## src/fpc_pkg.sv

```systemverilog
// Constants and types shared by the flash program controller files
package fpc_pkg;

  localparam int REG_SEL_W = 4;
  localparam int FLASH_AW = 15;
  localparam int DATA_W = 16;
  localparam int PAGE_WORDS = 128;
  localparam int PAGE_IDX_W = 7;
  localparam int DATA_WORDS = 4;

  localparam logic [REG_SEL_W-1:0] SEL_MAIN_CTRL = 4'h0;
  localparam logic [REG_SEL_W-1:0] SEL_CHIP_RESET_KEY = 4'h1;
  localparam logic [REG_SEL_W-1:0] SEL_BUF_CLEAR = 4'h2;
  localparam logic [REG_SEL_W-1:0] SEL_ADDR_LOW = 4'h3;
  localparam logic [REG_SEL_W-1:0] SEL_ADDR_HIGH = 4'h4;
  // Word n low byte sits at SEL_DATA_BASE + 2n, its high byte one above
  localparam logic [REG_SEL_W-1:0] SEL_DATA_BASE = 4'h5;

  localparam int MC_ENABLED_BIT = 7;
  localparam int MC_MODE_MSB = 6;
  localparam int MC_MODE_LSB = 4;
  localparam int MC_UNLOCK_BIT = 3;
  localparam int MC_WRITE_BIT = 2;
  localparam int MC_RDEN_BIT = 1;
  localparam int MC_READ_BIT = 0;
  localparam int CLR_BIT = 0;

  localparam logic [2:0] MODE_WRITE = 3'h0;
  localparam logic [2:0] MODE_ERASE = 3'h1;
  localparam logic [2:0] MODE_READ = 3'h3;
  localparam logic [2:0] MODE_UNLOCK = 3'h6;

  localparam logic [7:0] BYTE_RESET = 8'h00;
  localparam logic [7:0] CHIP_RESET_VALUE = 8'h55;

  localparam logic [7:0] KEY_W1_LO = 8'h00;
  localparam logic [7:0] KEY_W2_LO = 8'h0d;
  localparam logic [7:0] KEY_W3_LO = 8'hc3;
  localparam logic [7:0] KEY_W1_HI = 8'h04;
  localparam logic [7:0] KEY_W2_HI = 8'h09;
  localparam logic [7:0] KEY_W3_HI = 8'h40;

  localparam int CLK_PERIOD_NS = 8;
  localparam int UNLOCK_WINDOW_NS = 2000;
  localparam int UNLOCK_CYCLES = UNLOCK_WINDOW_NS / CLK_PERIOD_NS;
  localparam int TIMER_W = 12;

  typedef enum logic [2:0] {
    ST_IDLE,
    ST_READ,
    ST_ERASE,
    ST_SCAN,
    ST_PROG
  } fpc_state_t;

endpackage

```

## src/fpc_wbuf.sv

```systemverilog
// Page write buffer: flip-flop word store with a valid bit per word
module fpc_wbuf #(
  parameter int WIDTH = 16,
  parameter int DEPTH = 128,
  parameter int IW    = $clog2(DEPTH)
) (
  input  wire logic             clk_in,
  input  wire logic             rst_in,
  input  wire logic             wr_in,
  input  wire logic [IW-1:0]    wr_idx_in,
  input  wire logic [WIDTH-1:0] wr_data_in,
  input  wire logic             clr_in,
  input  wire logic [IW-1:0]    rd_idx_in,
  output logic      [WIDTH-1:0] rd_data_out,
  output logic                  rd_valid_out
);

  logic [WIDTH-1:0] mem_r [DEPTH];
  logic [DEPTH-1:0] valid_r;

  always_ff @(posedge clk_in) begin
    if (wr_in) begin
      mem_r[wr_idx_in] <= wr_data_in;
    end
  end

  // A word loaded during a clear survives it
  always_ff @(posedge clk_in) begin
    if (rst_in) begin
      valid_r <= '0;
    end else begin
      if (clr_in) begin
        valid_r <= '0;
      end
      if (wr_in) begin
        valid_r[wr_idx_in] <= 1'b1;
      end
    end
  end

  assign rd_data_out  = mem_r[rd_idx_in];
  assign rd_valid_out = valid_r[rd_idx_in];

endmodule

```

## src/fpc_ctrl.sv

```systemverilog
// Flash program controller: control registers, unlock window, page buffer loading and flash sequencing
module fpc_ctrl
  import fpc_pkg::*;
#(
  parameter int UNLOCK_WINDOW_CYCLES = fpc_pkg::UNLOCK_CYCLES,
  parameter int WORDS                = fpc_pkg::PAGE_WORDS
) (
  input  wire logic                          clk_in,
  input  wire logic                          rst_in,
  input  wire logic [fpc_pkg::REG_SEL_W-1:0] reg_sel_in,
  input  wire logic                          reg_wr_in,
  input  wire logic                          reg_rd_in,
  input  wire logic [7:0]                    reg_wdata_in,
  output logic      [7:0]                    reg_rdata_out,
  output logic                               cpu_stall_out,
  output logic                               chip_reset_out,
  output logic      [fpc_pkg::FLASH_AW-1:0]  flash_addr_out,
  output logic      [fpc_pkg::DATA_W-1:0]    flash_wdata_out,
  output logic                               flash_read_out,
  output logic                               flash_prog_out,
  output logic                               flash_erase_out,
  input  wire logic [fpc_pkg::DATA_W-1:0]    flash_rdata_in,
  input  wire logic                          flash_done_in
);

  import fpc_pkg::*;

  localparam logic [PAGE_IDX_W-1:0] LAST_IDX = PAGE_IDX_W'(WORDS - 1);

  fpc_state_t            state_r;
  logic                  enabled_r;
  logic [2:0]            mode_r;
  logic                  unlock_r;
  logic                  write_r;
  logic                  rden_r;
  logic                  read_r;
  logic [7:0]            reset_key_r;
  logic                  clr_r;
  logic [FLASH_AW-1:0]   addr_r;
  logic [7:0]            data_lo_r [DATA_WORDS];
  logic [7:0]            data_hi_r [DATA_WORDS];
  logic [5:0]            key_seen_r;
  logic [TIMER_W-1:0]    timer_r;
  logic [PAGE_IDX_W-1:0] idx_r;
  logic [7:0]            rdata_r;
  logic                  chip_reset_r;

  logic                  mc_wr;
  logic                  load_word;
  logic                  unlock_start;
  logic                  unlock_expire;
  logic                  key_ok;
  logic                  write_go;
  logic                  write_legal;
  logic                  read_go;
  logic                  read_legal;
  logic                  write_done;
  logic                  read_done;
  logic                  prog_finish;
  logic                  buf_clr;
  logic [DATA_W-1:0]     buf_data;
  logic                  buf_valid;

  function automatic logic wr_hit(input logic [REG_SEL_W-1:0] sel);
    wr_hit = reg_wr_in && (reg_sel_in == sel);
  endfunction

  function automatic logic [REG_SEL_W-1:0] lo_sel(input int n);
    lo_sel = SEL_DATA_BASE + REG_SEL_W'(2 * n);
  endfunction

  function automatic logic [REG_SEL_W-1:0] hi_sel(input int n);
    hi_sel = SEL_DATA_BASE + REG_SEL_W'(2 * n + 1);
  endfunction

  assign mc_wr        = reg_wr_in && (reg_sel_in == SEL_MAIN_CTRL);
  assign load_word    = reg_wr_in && (reg_sel_in == hi_sel(0));
  assign unlock_start = mc_wr && reg_wdata_in[MC_UNLOCK_BIT];

  // Unlock window timer and key tracking; a fresh trigger restarts the window
  always_ff @(posedge clk_in) begin
    if (rst_in) begin
      unlock_r   <= 1'b0;
      timer_r    <= '0;
      key_seen_r <= '0;
    end else if (unlock_start) begin
      unlock_r   <= 1'b1;
      timer_r    <= TIMER_W'(UNLOCK_WINDOW_CYCLES - 1);
      key_seen_r <= '0;
    end else if (unlock_r) begin
      if (timer_r == '0) begin
        unlock_r <= 1'b0;
      end else begin
        timer_r <= timer_r - TIMER_W'(1);
      end
      for (int n = 1; n < DATA_WORDS; n++) begin
        if (wr_hit(lo_sel(n))) begin
          key_seen_r[n-1] <= 1'b1;
        end
        if (wr_hit(hi_sel(n))) begin
          key_seen_r[n+2] <= 1'b1;
        end
      end
    end
  end

  assign unlock_expire = unlock_r && (timer_r == '0) && !unlock_start;

  // Bytes written before the window opened do not count toward the key
  assign key_ok = (key_seen_r == 6'h3f) && (mode_r == MODE_UNLOCK)
                  && (data_lo_r[1] == KEY_W1_LO) && (data_lo_r[2] == KEY_W2_LO)
                  && (data_lo_r[3] == KEY_W3_LO) && (data_hi_r[1] == KEY_W1_HI)
                  && (data_hi_r[2] == KEY_W2_HI) && (data_hi_r[3] == KEY_W3_HI);

  // Hardware set wins over a software clear in the same cycle
  always_ff @(posedge clk_in) begin
    if (rst_in) begin
      enabled_r <= 1'b0;
    end else if (unlock_expire && key_ok) begin
      enabled_r <= 1'b1;
    end else if (mc_wr && !reg_wdata_in[MC_ENABLED_BIT]) begin
      enabled_r <= 1'b0;
    end
  end

  always_ff @(posedge clk_in) begin
    if (rst_in) begin
      mode_r <= MODE_WRITE;
      rden_r <= 1'b0;
    end else if (mc_wr) begin
      mode_r <= reg_wdata_in[MC_MODE_MSB:MC_MODE_LSB];
      rden_r <= reg_wdata_in[MC_RDEN_BIT];
    end
  end

  // Triggers are set by software only and cleared by hardware only
  always_ff @(posedge clk_in) begin
    if (rst_in) begin
      write_r <= 1'b0;
    end else if (mc_wr && reg_wdata_in[MC_WRITE_BIT]) begin
      write_r <= 1'b1;
    end else if (write_done) begin
      write_r <= 1'b0;
    end
  end

  always_ff @(posedge clk_in) begin
    if (rst_in) begin
      read_r <= 1'b0;
    end else if (mc_wr && reg_wdata_in[MC_READ_BIT]) begin
      read_r <= 1'b1;
    end else if (read_done) begin
      read_r <= 1'b0;
    end
  end

  assign cpu_stall_out = write_r || read_r;

  always_ff @(posedge clk_in) begin
    if (rst_in) begin
      reset_key_r  <= BYTE_RESET;
      chip_reset_r <= 1'b0;
    end else begin
      chip_reset_r <= wr_hit(SEL_CHIP_RESET_KEY) && (reg_wdata_in == CHIP_RESET_VALUE);
      if (wr_hit(SEL_CHIP_RESET_KEY)) begin
        reset_key_r <= reg_wdata_in;
      end
    end
  end

  assign chip_reset_out = chip_reset_r;

  // Clear takes one cycle; a new request in that cycle keeps the bit set
  always_ff @(posedge clk_in) begin
    if (rst_in) begin
      clr_r <= 1'b0;
    end else if (wr_hit(SEL_BUF_CLEAR) && reg_wdata_in[CLR_BIT]) begin
      clr_r <= 1'b1;
    end else if (clr_r) begin
      clr_r <= 1'b0;
    end
  end

  // The address walks only inside the page so the buffer never spills
  always_ff @(posedge clk_in) begin
    if (rst_in) begin
      addr_r <= '0;
    end else if (wr_hit(SEL_ADDR_LOW)) begin
      addr_r[7:0] <= reg_wdata_in;
    end else if (wr_hit(SEL_ADDR_HIGH)) begin
      addr_r[FLASH_AW-1:8] <= reg_wdata_in[FLASH_AW-9:0];
    end else if (load_word && (addr_r[PAGE_IDX_W-1:0] != LAST_IDX)) begin
      addr_r[PAGE_IDX_W-1:0] <= addr_r[PAGE_IDX_W-1:0] + PAGE_IDX_W'(1);
    end
  end

  always_ff @(posedge clk_in) begin
    if (rst_in) begin
      for (int n = 0; n < DATA_WORDS; n++) begin
        data_lo_r[n] <= BYTE_RESET;
        data_hi_r[n] <= BYTE_RESET;
      end
    end else if (state_r == ST_READ && flash_done_in) begin
      data_lo_r[0] <= flash_rdata_in[7:0];
      data_hi_r[0] <= flash_rdata_in[DATA_W-1:8];
    end else begin
      for (int n = 0; n < DATA_WORDS; n++) begin
        if (wr_hit(lo_sel(n))) begin
          data_lo_r[n] <= reg_wdata_in;
        end
        if (wr_hit(hi_sel(n))) begin
          data_hi_r[n] <= reg_wdata_in;
        end
      end
    end
  end

  assign write_go    = (state_r == ST_IDLE) && write_r;
  assign write_legal = enabled_r && ((mode_r == MODE_WRITE) || (mode_r == MODE_ERASE));
  assign read_go     = (state_r == ST_IDLE) && !write_r && read_r;
  assign read_legal  = rden_r && (mode_r == MODE_READ);

  assign prog_finish = ((state_r == ST_SCAN) && !buf_valid && (idx_r == LAST_IDX))
                       || ((state_r == ST_PROG) && flash_done_in && (idx_r == LAST_IDX));
  assign write_done  = (write_go && !write_legal)
                       || ((state_r == ST_ERASE) && flash_done_in) || prog_finish;
  assign read_done   = (read_go && !read_legal) || ((state_r == ST_READ) && flash_done_in);
  assign buf_clr     = clr_r || prog_finish;

  fpc_wbuf #(
    .WIDTH (DATA_W),
    .DEPTH (WORDS),
    .IW    (PAGE_IDX_W)
  ) u_wbuf (
    .clk_in       (clk_in),
    .rst_in       (rst_in),
    .wr_in        (load_word),
    .wr_idx_in    (addr_r[PAGE_IDX_W-1:0]),
    .wr_data_in   ({reg_wdata_in, data_lo_r[0]}),
    .clr_in       (buf_clr),
    .rd_idx_in    (idx_r),
    .rd_data_out  (buf_data),
    .rd_valid_out (buf_valid)
  );

  // Flash sequencer; strobes stay high until the array reports done
  always_ff @(posedge clk_in) begin
    if (rst_in) begin
      state_r         <= ST_IDLE;
      idx_r           <= '0;
      flash_addr_out  <= '0;
      flash_wdata_out <= '0;
      flash_read_out  <= 1'b0;
      flash_prog_out  <= 1'b0;
      flash_erase_out <= 1'b0;
    end else begin
      case (state_r)
        ST_IDLE: begin
          if (write_go && write_legal) begin
            if (mode_r == MODE_ERASE) begin
              flash_addr_out  <= {addr_r[FLASH_AW-1:PAGE_IDX_W], PAGE_IDX_W'(0)};
              flash_erase_out <= 1'b1;
              state_r         <= ST_ERASE;
            end else begin
              idx_r   <= '0;
              state_r <= ST_SCAN;
            end
          end else if (read_go && read_legal) begin
            flash_addr_out <= addr_r;
            flash_read_out <= 1'b1;
            state_r        <= ST_READ;
          end
        end
        ST_READ: begin
          if (flash_done_in) begin
            flash_read_out <= 1'b0;
            state_r        <= ST_IDLE;
          end
        end
        ST_ERASE: begin
          if (flash_done_in) begin
            flash_erase_out <= 1'b0;
            state_r         <= ST_IDLE;
          end
        end
        ST_SCAN: begin
          if (buf_valid) begin
            flash_addr_out  <= {addr_r[FLASH_AW-1:PAGE_IDX_W], idx_r};
            flash_wdata_out <= buf_data;
            flash_prog_out  <= 1'b1;
            state_r         <= ST_PROG;
          end else if (idx_r == LAST_IDX) begin
            state_r <= ST_IDLE;
          end else begin
            idx_r <= idx_r + PAGE_IDX_W'(1);
          end
        end
        ST_PROG: begin
          if (flash_done_in) begin
            flash_prog_out <= 1'b0;
            if (idx_r == LAST_IDX) begin
              state_r <= ST_IDLE;
            end else begin
              idx_r   <= idx_r + PAGE_IDX_W'(1);
              state_r <= ST_SCAN;
            end
          end
        end
        default: begin
          state_r <= ST_IDLE;
        end
      endcase
    end
  end

  function automatic logic [7:0] read_mux(input logic [REG_SEL_W-1:0] sel);
    read_mux = 8'h00;
    case (sel)
      SEL_MAIN_CTRL:      read_mux = {enabled_r, mode_r, unlock_r, write_r, rden_r, read_r};
      SEL_CHIP_RESET_KEY: read_mux = reset_key_r;
      SEL_BUF_CLEAR:      read_mux = {7'h00, clr_r};
      SEL_ADDR_LOW:       read_mux = addr_r[7:0];
      SEL_ADDR_HIGH:      read_mux = {1'b0, addr_r[FLASH_AW-1:8]};
      default: begin
        for (int n = 0; n < DATA_WORDS; n++) begin
          if (sel == lo_sel(n)) begin
            read_mux = data_lo_r[n];
          end
          if (sel == hi_sel(n)) begin
            read_mux = data_hi_r[n];
          end
        end
      end
    endcase
  endfunction

  // Read data is held until the next read strobe
  always_ff @(posedge clk_in) begin
    if (rst_in) begin
      rdata_r <= 8'h00;
    end else if (reg_rd_in) begin
      rdata_r <= read_mux(reg_sel_in);
    end
  end

  assign reg_rdata_out = rdata_r;

endmodule

```

## config.mk

```make
export PLATFORM = sky130hd
export DESIGN_NAME = fpc_ctrl
export DESIGN_NICKNAME = d
export VERILOG_FILES = /design/src/fpc_pkg.sv /design/src/fpc_wbuf.sv /design/src/fpc_ctrl.sv
export SDC_FILE = /design/constraint.sdc
export NUM_CORES = 2
export LEC_CHECK = 0
export BUFFER_PORTS_ARGS = -buffer_cell sky130_fd_sc_hd__buf_2
export CAP_MARGIN = 20
export CORE_AREA = 2 2 515 517
export DETAILED_ROUTE_END_ITERATION = 7
export DIE_AREA = 0 0 517 519
export PLACE_DENSITY_LB_ADDON = 0.15
export SLEW_MARGIN = 40
export SYNTH_ARGS = -nofsm -noshare
export SYNTH_HDL_FRONTEND = slang
export SYNTH_SLANG_ARGS = --single-unit
```

## constraint.sdc

```tcl
create_clock -name clk_in -period 2.8 [get_ports clk_in]
set_input_delay 0.7 -clock clk_in [delete_from_list [all_inputs] [get_ports clk_in]]
set_output_delay 0.7 -clock clk_in [all_outputs]
set_load 0.01 [all_outputs]
```

# After elaboration in Yosys (flattened, before gate mapping)
# Memories as Yosys holds them, arrays and structs flattened. A register that Yosys moved wholly into a read port is not among the register bits.
# Index checks and enable logic that the tools add are counted.
[classes] shifts=0 add_sub_neg=3 n_lt_le_gt_ge=3 mux=109 n_bitwise=13 div=0 reduce_logical=93 eq_ne=44 multipliers=0
[ops] operator="128-bit 2-to-1 mux" n=3
[ops] operator="8-bit 2-to-1 mux" n=21
[ops] operator="128-bit bitwise OR" n=1
[ops] operator="15-bit 2-to-1 mux" n=4
[ops] operator="1-bit 2-to-1 mux" n=57
[ops] operator="7-bit 2-to-1 mux" n=8
[ops] operator="1-bit logical AND" n=46
[ops] operator="8-bit case mux with 5 select lines" n=1
[ops] operator="15-bit case mux with 2 select lines" n=1
[ops] operator="2-bit AND reduction" n=11
[ops] operator="7-bit case mux with 3 select lines" n=1
[ops] operator="4-bit == test (second input constant)" n=5
[ops] operator="3-bit 2-to-1 mux" n=6
[ops] operator="2-bit != test (second input constant)" n=9
[ops] operator="2-bit nonzero test" n=9
[ops] operator="4-bit by 3-bit == test with 1-bit output (second input constant)" n=4
[ops] operator="8-bit by 4-bit == test with 1-bit output (second input constant)" n=2
[ops] operator="8-bit by 7-bit == test with 1-bit output (second input constant)" n=2
[ops] operator="7-bit by 8-bit less-than comparator with 1-bit output (second input constant)" n=2
[ops] operator="4-bit AND reduction" n=4
[ops] operator="7-bit by 1-bit adder with 7-bit output (second input constant)" n=2
[ops] operator="12-bit zero test" n=1
[ops] operator="3-bit case mux with 4 select lines" n=1
[ops] operator="12-bit by 1-bit subtractor with 12-bit output (second input constant)" n=1
[ops] operator="30 further kinds" n=63
[totals] input_bits=33 romBits=0 ram_bits=2112 output_inout_bits=44 word_cells=296 n_memories=3 latch_bits=0 regBits=215
[mem_list] memory="u_wbuf.mem_r" depth=128 width=16 rd=1 rd_clocked_by_memory_dff=1 wr=1 line="fpc_wbuf.sv:18" text="logic [WIDTH-1:0] mem_r [DEPTH];"
[mem_list] memory="data_hi_r" depth=4 width=8 rd=4 rd_clocked_by_memory_dff=0 wr=4 line="fpc_ctrl.sv:41" text="logic [7:0] data_hi_r [DATA_WORDS];"
[mem_list] memory="data_lo_r" depth=4 width=8 rd=4 rd_clocked_by_memory_dff=0 wr=4 line="fpc_ctrl.sv:40" text="logic [7:0] data_lo_r [DATA_WORDS];"

# Logic depth before layout (Yosys ltp)
[depth] depth_word=11 ltp_mapped=15 ltp_nobuf=8

# By module
# Synthesis repeated with hierarchy kept, for this count alone.
[hier_totals] cells_unflattened=4416 area_unflattened_um2=91440.2
[modules_own_cells] module="fpc_wbuf" area_per_inst_um2=83463.8 cells_per_inst=3573 seq_area_each_um2=64061.4 n_inst=1
[modules_own_cells] module="fpc_ctrl" area_per_inst_um2=7976.4 cells_per_inst=843 seq_area_each_um2=3983.8 n_inst=1

# Worst setup path before layout
# OpenSTA, ideal clock, no wires.
[synth_timing] path_type="register -> register" from="register idx_r[0]" to="register flash_wdata_out[7] in the netlist's numbering, read port of u_wbuf.mem_r" setup_slack_ns=-0.149 synth_period_minus_slack_ns=2.949 path_buffers=6 required_time_ns=2.668 path_stages_with_launch=13 arrival_time_ns=2.816 setup_time_ns=0.132 path_cell_list="dfxtp_1 -> buf_6 -> buf_12 -> buf_8 -> buf_6 -> buf_2 -> buf_2 -> mux4_2 -> mux4_2 -> a32oi_1 -> nand3_1 -> o211ai_1 -> a21oi_1"
[synth_between] elab_chain_len=3
[synth_rtl] item="start: declaration" line="fpc_ctrl.sv:44" text="logic [PAGE_IDX_W-1:0] idx_r;"
[synth_rtl] item="start signal: assignment" line="fpc_ctrl.sv:295" text="idx_r <= idx_r + PAGE_IDX_W'(1);"
[synth_rtl] item="start signal: assignment" line="fpc_ctrl.sv:304" text="idx_r <= idx_r + PAGE_IDX_W'(1);"
[synth_rtl] item="1-bit binary-select mux with 7-bit select" line="fpc_wbuf.sv:42" text="assign rd_valid_out = valid_r[rd_idx_in];"
[synth_rtl] item="1-bit 2-to-1 mux (not written as such)" line="fpc_wbuf.sv:42"
[synth_rtl] item="2-bit AND reduction (no line)"
[synth_rtl] item="end: declaration" line="fpc_ctrl.sv:18" text="output logic [fpc_pkg::DATA_W-1:0] flash_wdata_out,"
# Several ways; a longest one is shown, not always the timed one. The select of a mux whose other input is x is not followed.
# A chain may end at the register's enable or synchronous reset.

# Final worst setup path
[layout_timing] from="register idx_r[0]" to="register u_wbuf.valid_r[64]"
[layout_between] elab_chain_len=11 word_cells_on_any_way=13 cone_classes="eq/ne: 1; mux: 5; bitwise: 1; reduce/logical: 6"
[layout_rtl] item="1-bit binary-select mux with 7-bit select" line="fpc_wbuf.sv:42"
[layout_rtl] item="1-bit 2-to-1 mux (not written as such)" line="fpc_wbuf.sv:42"
[layout_rtl] item="1-bit zero test" line="fpc_ctrl.sv:223" text="assign prog_finish = ((state_r == ST_SCAN) && !buf_valid && (idx_r == LAST_IDX))"
[layout_rtl] item="1-bit logical AND (2 in a row)" line="fpc_ctrl.sv:223"
[layout_rtl] item="1-bit logical OR (*)" line="fpc_ctrl.sv:224" text="|| ((state_r == ST_PROG) && flash_done_in && (idx_r == LAST_IDX));"
[layout_rtl] item="1-bit logical OR (*)" line="fpc_ctrl.sv:228" text="assign buf_clr = clr_r || prog_finish;"
[layout_rtl] item="128-bit 2-to-1 mux (*)" line="fpc_wbuf.sv:32" text="if (clr_in) begin"
[layout_rtl] item="128-bit 2-to-1 mux (*)" line="fpc_wbuf.sv:29" text="if (rst_in) begin"
[layout_rtl] item="128-bit bitwise OR (no line)"
[layout_rtl] item="128-bit 2-to-1 mux (*)" line="fpc_wbuf.sv:35" text="if (wr_in) begin"
[layout_rtl] item="end signal: assignment" line="fpc_wbuf.sv:30" text="valid_r <= '0;"
[layout_rtl] item="end signal: assignment" line="fpc_wbuf.sv:33" text="valid_r <= '0;"
[layout_rtl] item="end signal: indexed assignment" line="fpc_wbuf.sv:36" text="valid_r[wr_idx_in] <= 1'b1;"
[layout_rtl] item="end: declaration" line="fpc_wbuf.sv:19" text="logic [DEPTH-1:0] valid_r;"
# Mark *: on every way between the ends. The rest lies on a longest branch, timed or not. The select of a mux whose other input is x is not followed.

==> metrics.csv <==
stage;metric;value;unit
finish;Area growth syn-to-layout;23.14;%
logic_synthesis;sequential element share of the synthesized area;74.21;%
sta;Peak Freq;328.4;MHz
setup_path;Slowest-stage cell, CP;sky130_fd_sc_hd__mux4_2;
logic_synthesis;share of Yosys cell area claimed by the top area cell type;69.17;%
sta;worst max-slew margin expressed relative to the limit;37.22;%
setup_path;CP Capture Type;flop;
logic_synthesis;syn avg cell area;20.13;µm²
logic_synthesis;largest area contributor in the netlist;sky130_fd_sc_hd__edfxtp_1;
sta;setup repair after global routing missed its margin;true;
setup_path;most used cell along the critical path;sky130_fd_sc_hd__buf_12;
floorplanning;row count;189;
clocking;worst-skew pair later-pin latency;0.85;ns
sta;slew of the pin with the lowest slew margin;0.9417;ns
logic_synthesis;top-count cell post-synth;sky130_fd_sc_hd__edfxtp_1;
worst_hold_path;worst min-delay path class;in -> reg;
clocking;clock slew at the register clock pins of the worst setup and hold paths;0.06;ns
placed_design;placed wire-length estimate after detailed placement;173400;µm
sta;Fin. Hold Viols;0;
global_route;number of global-route vias before repair;50035;
clocking;number of buffers created by CTS;266;
logic_synthesis;Synth Warn #;0;
finish;final standard cell count with taps included and fillers excluded;9096;
logic_synthesis;synthesized netlist net count;4592;
floorplanning;total I/O pin count;77;
clocking;maximum buffer depth of the clock tree;4;
logic_synthesis;area of the mapped netlist;91690;µm²
finish;share of final-layout standard cells stronger than drive strength 1;36.34;%
global_route;initial antenna violation count;16;
setup_path;cells traversed along the worst timing path;buf_12, buf_4, mux4_2, a2111oi_4, a311o_1, a311oi_2, buf_12, o211ai_2, nand3_4, buf_12, clkbuf_16, a22o_1;
finish;final cell utilization of the core;42.86;%
worst_hold_path;Hold Startpoint;flash_rdata_in[11];
worst_hold_path;end point of the most critical hold path;data_hi_r[0][3]$_SDFFCE_PN0P_;
floorplanning;area of the die;268300;µm²
logic_synthesis;commonest register cell after synthesis;sky130_fd_sc_hd__edfxtp_1;
logic_synthesis;cell types with the highest counts after synthesis;sky130_fd_sc_hd__edfxtp_1 (2112), sky130_fd_sc_hd__mux4_2 (627), sky130_fd_sc_hd__nor2_1 (247);
setup_path;required time at the worst-slack endpoint;3.52;ns
placed_design;IO buf count;76;
logic_synthesis;share of async-settable or async-resettable flops after synthesis;0;%
placed_design;number of placed cells counting well taps;8556;
floorplanning;standard cell core area;263400;µm²
sta;final worst slack;-0.2450;ns
sta;clock period minus final worst setup slack;3.045;ns
placed_design;standard cell area after detailed placement;103200;µm²
finish;number of inserted filler cells in the final layout;23042;
routing;drt first-iter violations;6003;
setup_path;number of buffers and inverters on the critical path;5;
run_status;violated checks;negative setup slack;
sta;Clock Skew;0.05169;ns
routing;number of vias per cell after detailed routing;5.431;
power;largest voltage drop on the vdd net;0.0004709;V
routing;routed wire length;280100;µm
routing;Routed WL per cell;30.79;µm
setup_path;end of the worst register-to-register path;u_wbuf.valid_r[64]$_SDFF_PP0_;
global_route;maximum number of pins on one net before global-route repair;129;
setup_path;top fanout value on the critical path;10;
floorplanning;starting utilization of the core area;34.81;%
logic_synthesis;number of register bits inferred by synthesis;2343;
floorplanning;die extent in x;517;µm
global_route;Global Route Usage Sum;20.54;%
clocking;Root Buffer Master;sky130_fd_sc_hd__clkbuf_16;
routing;DRC errors left;0;
logic_synthesis;gate count after technology mapping;4555;
power;leakage component of the power;36.31;nW
routing;remaining antenna violation count after routing;0;
setup_path;CP Data Arrival Time;3.76;ns
setup_path;kind of start point of the critical path;flop;
floorplanning;Chip Height;519;µm
logic_synthesis;post-synth cell types;76;
power;total power of the final layout;76.61;mW
power;power per unit of standard cell area;678.5;nW/µm²
global_route;global-route wire length before repair;390900;µm
clocking;clock tree from TritonCTS;yes;
worst_hold_path;Hold Path Stages;2;
setup_path;Reg2Reg Launch Point;idx_r[0]$_SDFFE_PP0P_;
sta;final count of pins violating max slew;0;
finish;fin nets;5399;
sta;ratio of final minimum period to clock period;108.7;%
placed_design;Post-Place Setup Slack;-0.7853;ns
run_status;result of the run;complete, but fails checks;
routing;detailed-router iteration count before antenna repair;7;
flow_run;MaxCap Viol Count;0;
global_route;GRT overflow;0;
clocking;CTS H-tree lvls;5;
setup_path;dominant delay contributor by cell family on the critical path;compound AO/OA/AOI/OAI gates;
setup_path;Reg2Reg Setup Slack;-0.24;ns
setup_path;Worst path max stage delay;0.52;ns
placed_design;final weighted congestion in routability-driven placement;0.8511;
clocking;CTS sink cnt;2343;
finish;final design area excluding fillers;112900;µm²
logic_synthesis;largest cells by area after synthesis;sky130_fd_sc_hd__edfxtp_1 (69%), sky130_fd_sc_hd__mux4_2 (15%), sky130_fd_sc_hd__dfxtp_1 (5.0%), sky130_fd_sc_hd__a22o_1 (1.3%), sky130_fd_sc_hd__nor2_1 (1.0%);
routing;via count of the routed design;49397;
sta;Finish-stage setup viols;170;
setup_path;critical path start-end classification;reg -> reg;
setup_path;number of cells on the worst reg-to-reg path;12;
clocking;# hold bufs at CTS;0;
logic_synthesis;number of enable-type register cells in the synthesized netlist;2112;
==> final cells by class <==
type | instances | area (µm²) | area share [%]
Antenna cell | 5 | 12.51 | 0.01108
Tap cell | 3533 | 4420 | 3.915
Clock buffer | 347 | 7231 | 6.404
Sequential cell | 2343 | 68060 | 60.28
Inverter | 21 | 88.84 | 0.07868
Clock inverter | 117 | 862.1 | 0.7635
Multi-Input combinational cell | 1902 | 22770 | 20.17
Timing Repair Buffer | 828 | 9463 | 8.381
==> layer usage <==
metal,vias up,part of all wire (%),GRT usage [%]
li1,20626,-,-
met3,345,6.2,3.221
met1,26806,44,29.46
met4,0,2.4,5.061
met2,1620,47,32.74
met5,-,0,0
==> stage by stage <==
stage / hold WS, ns / TNS [ns]
6_report: 0.1743 / -31.75
5_1_grt: 0.1529 / -46.35
2_1_floorplan: 0.4360 / -84.62
3_3_place_gp: 0.4433 / -82.24
3_5_place_dp: 0.4507 / -90.79
4_1_cts: 0.1134 / -26.52
==> sequential cells by signal (all words and copies together) (netlist names), 3 cells and up <==
register         count
timer_r             12
reset_key_r          8
u_wbuf.mem_r      2048
data_hi_r           32
reg_rdata_out        8
addr_r              15
key_seen_r           6
flash_wdata_out     16
u_wbuf.valid_r     128
data_lo_r           32
mode_r               3
flash_addr_out      15
state_r              3
idx_r                7
==> cells by family (layout without fill, tap and decap cells) <==
logic type,count (synthesis),in the layout,share of synthesized area [%]
DFF,2343,2343,74.21
muxes,727,727,16.51
and+or+nand+nor,637,637,3.237
AOI/OAI and AO/OA,518,518,4.049
buffers and inverters,310,1313,1.786
xor gates and xnor gates,16,16,0.1528
adders and majority gates,4,4,0.05458
other,0,5,0
==> worst max path at each step <==
stage | start | cells past startpoint | slack (ns) | to
after CTS | idx_r[0]$_SDFFE_PP0P_ | 8 | -0.25 | flash_wdata_out[12]$_SDFFE_PP0P_
after detailed placement | idx_r[0]$_SDFFE_PP0P_ | 9 | -0.79 | flash_wdata_out[3]$_SDFFE_PP0P_
after global placement | idx_r[0]$_SDFFE_PP0P_ | 9 | -0.87 | flash_wdata_out[3]$_SDFFE_PP0P_
after global routing | idx_r[0]$_SDFFE_PP0P_ | 14 | -0.33 | u_wbuf.valid_r[70]$_SDFF_PP0_
after floorplan | reg_sel_in[2] | 6 | -0.08 | u_wbuf.mem_r[0][0]$_DFFE_PP_
final | idx_r[0]$_SDFFE_PP0P_ | 12 | -0.24 | u_wbuf.valid_r[64]$_SDFF_PP0_
==> what timing repair did <==
item | in CTS | in global routing
gates resized for setup | 64 | 92
gates cloned | 6 | 10
buffers inserted | 23 | 33
setup endpoints to repair | 171 | 171
pin swaps | 13 | 33
==> cell usage in the layout, fill, tap and decap left out, drive strengths merged, types with 62 or more instances in the layout <==
cell	count
nand3	62
nand2	148
dfxtp	231
edfxtp	2112
buf	817
mux4	627
nor2	247
clkbuf	357
mux2i	86
clkinv	92
a22o	141
a21oi	138
==> report_power, final <==
| part | total [mW] | internal [mW] | switching, mW |
|---|---|---|---|
| Sequential | 38.8 | 38.7 | 0.116 |
| Combinational | 4.78 | 1.91 | 2.87 |
| Clock | 33.0 | 19.1 | 13.9 |
| Total | 76.6 | 59.7 | 16.9 |
Power figures use the tool's default switching activity.
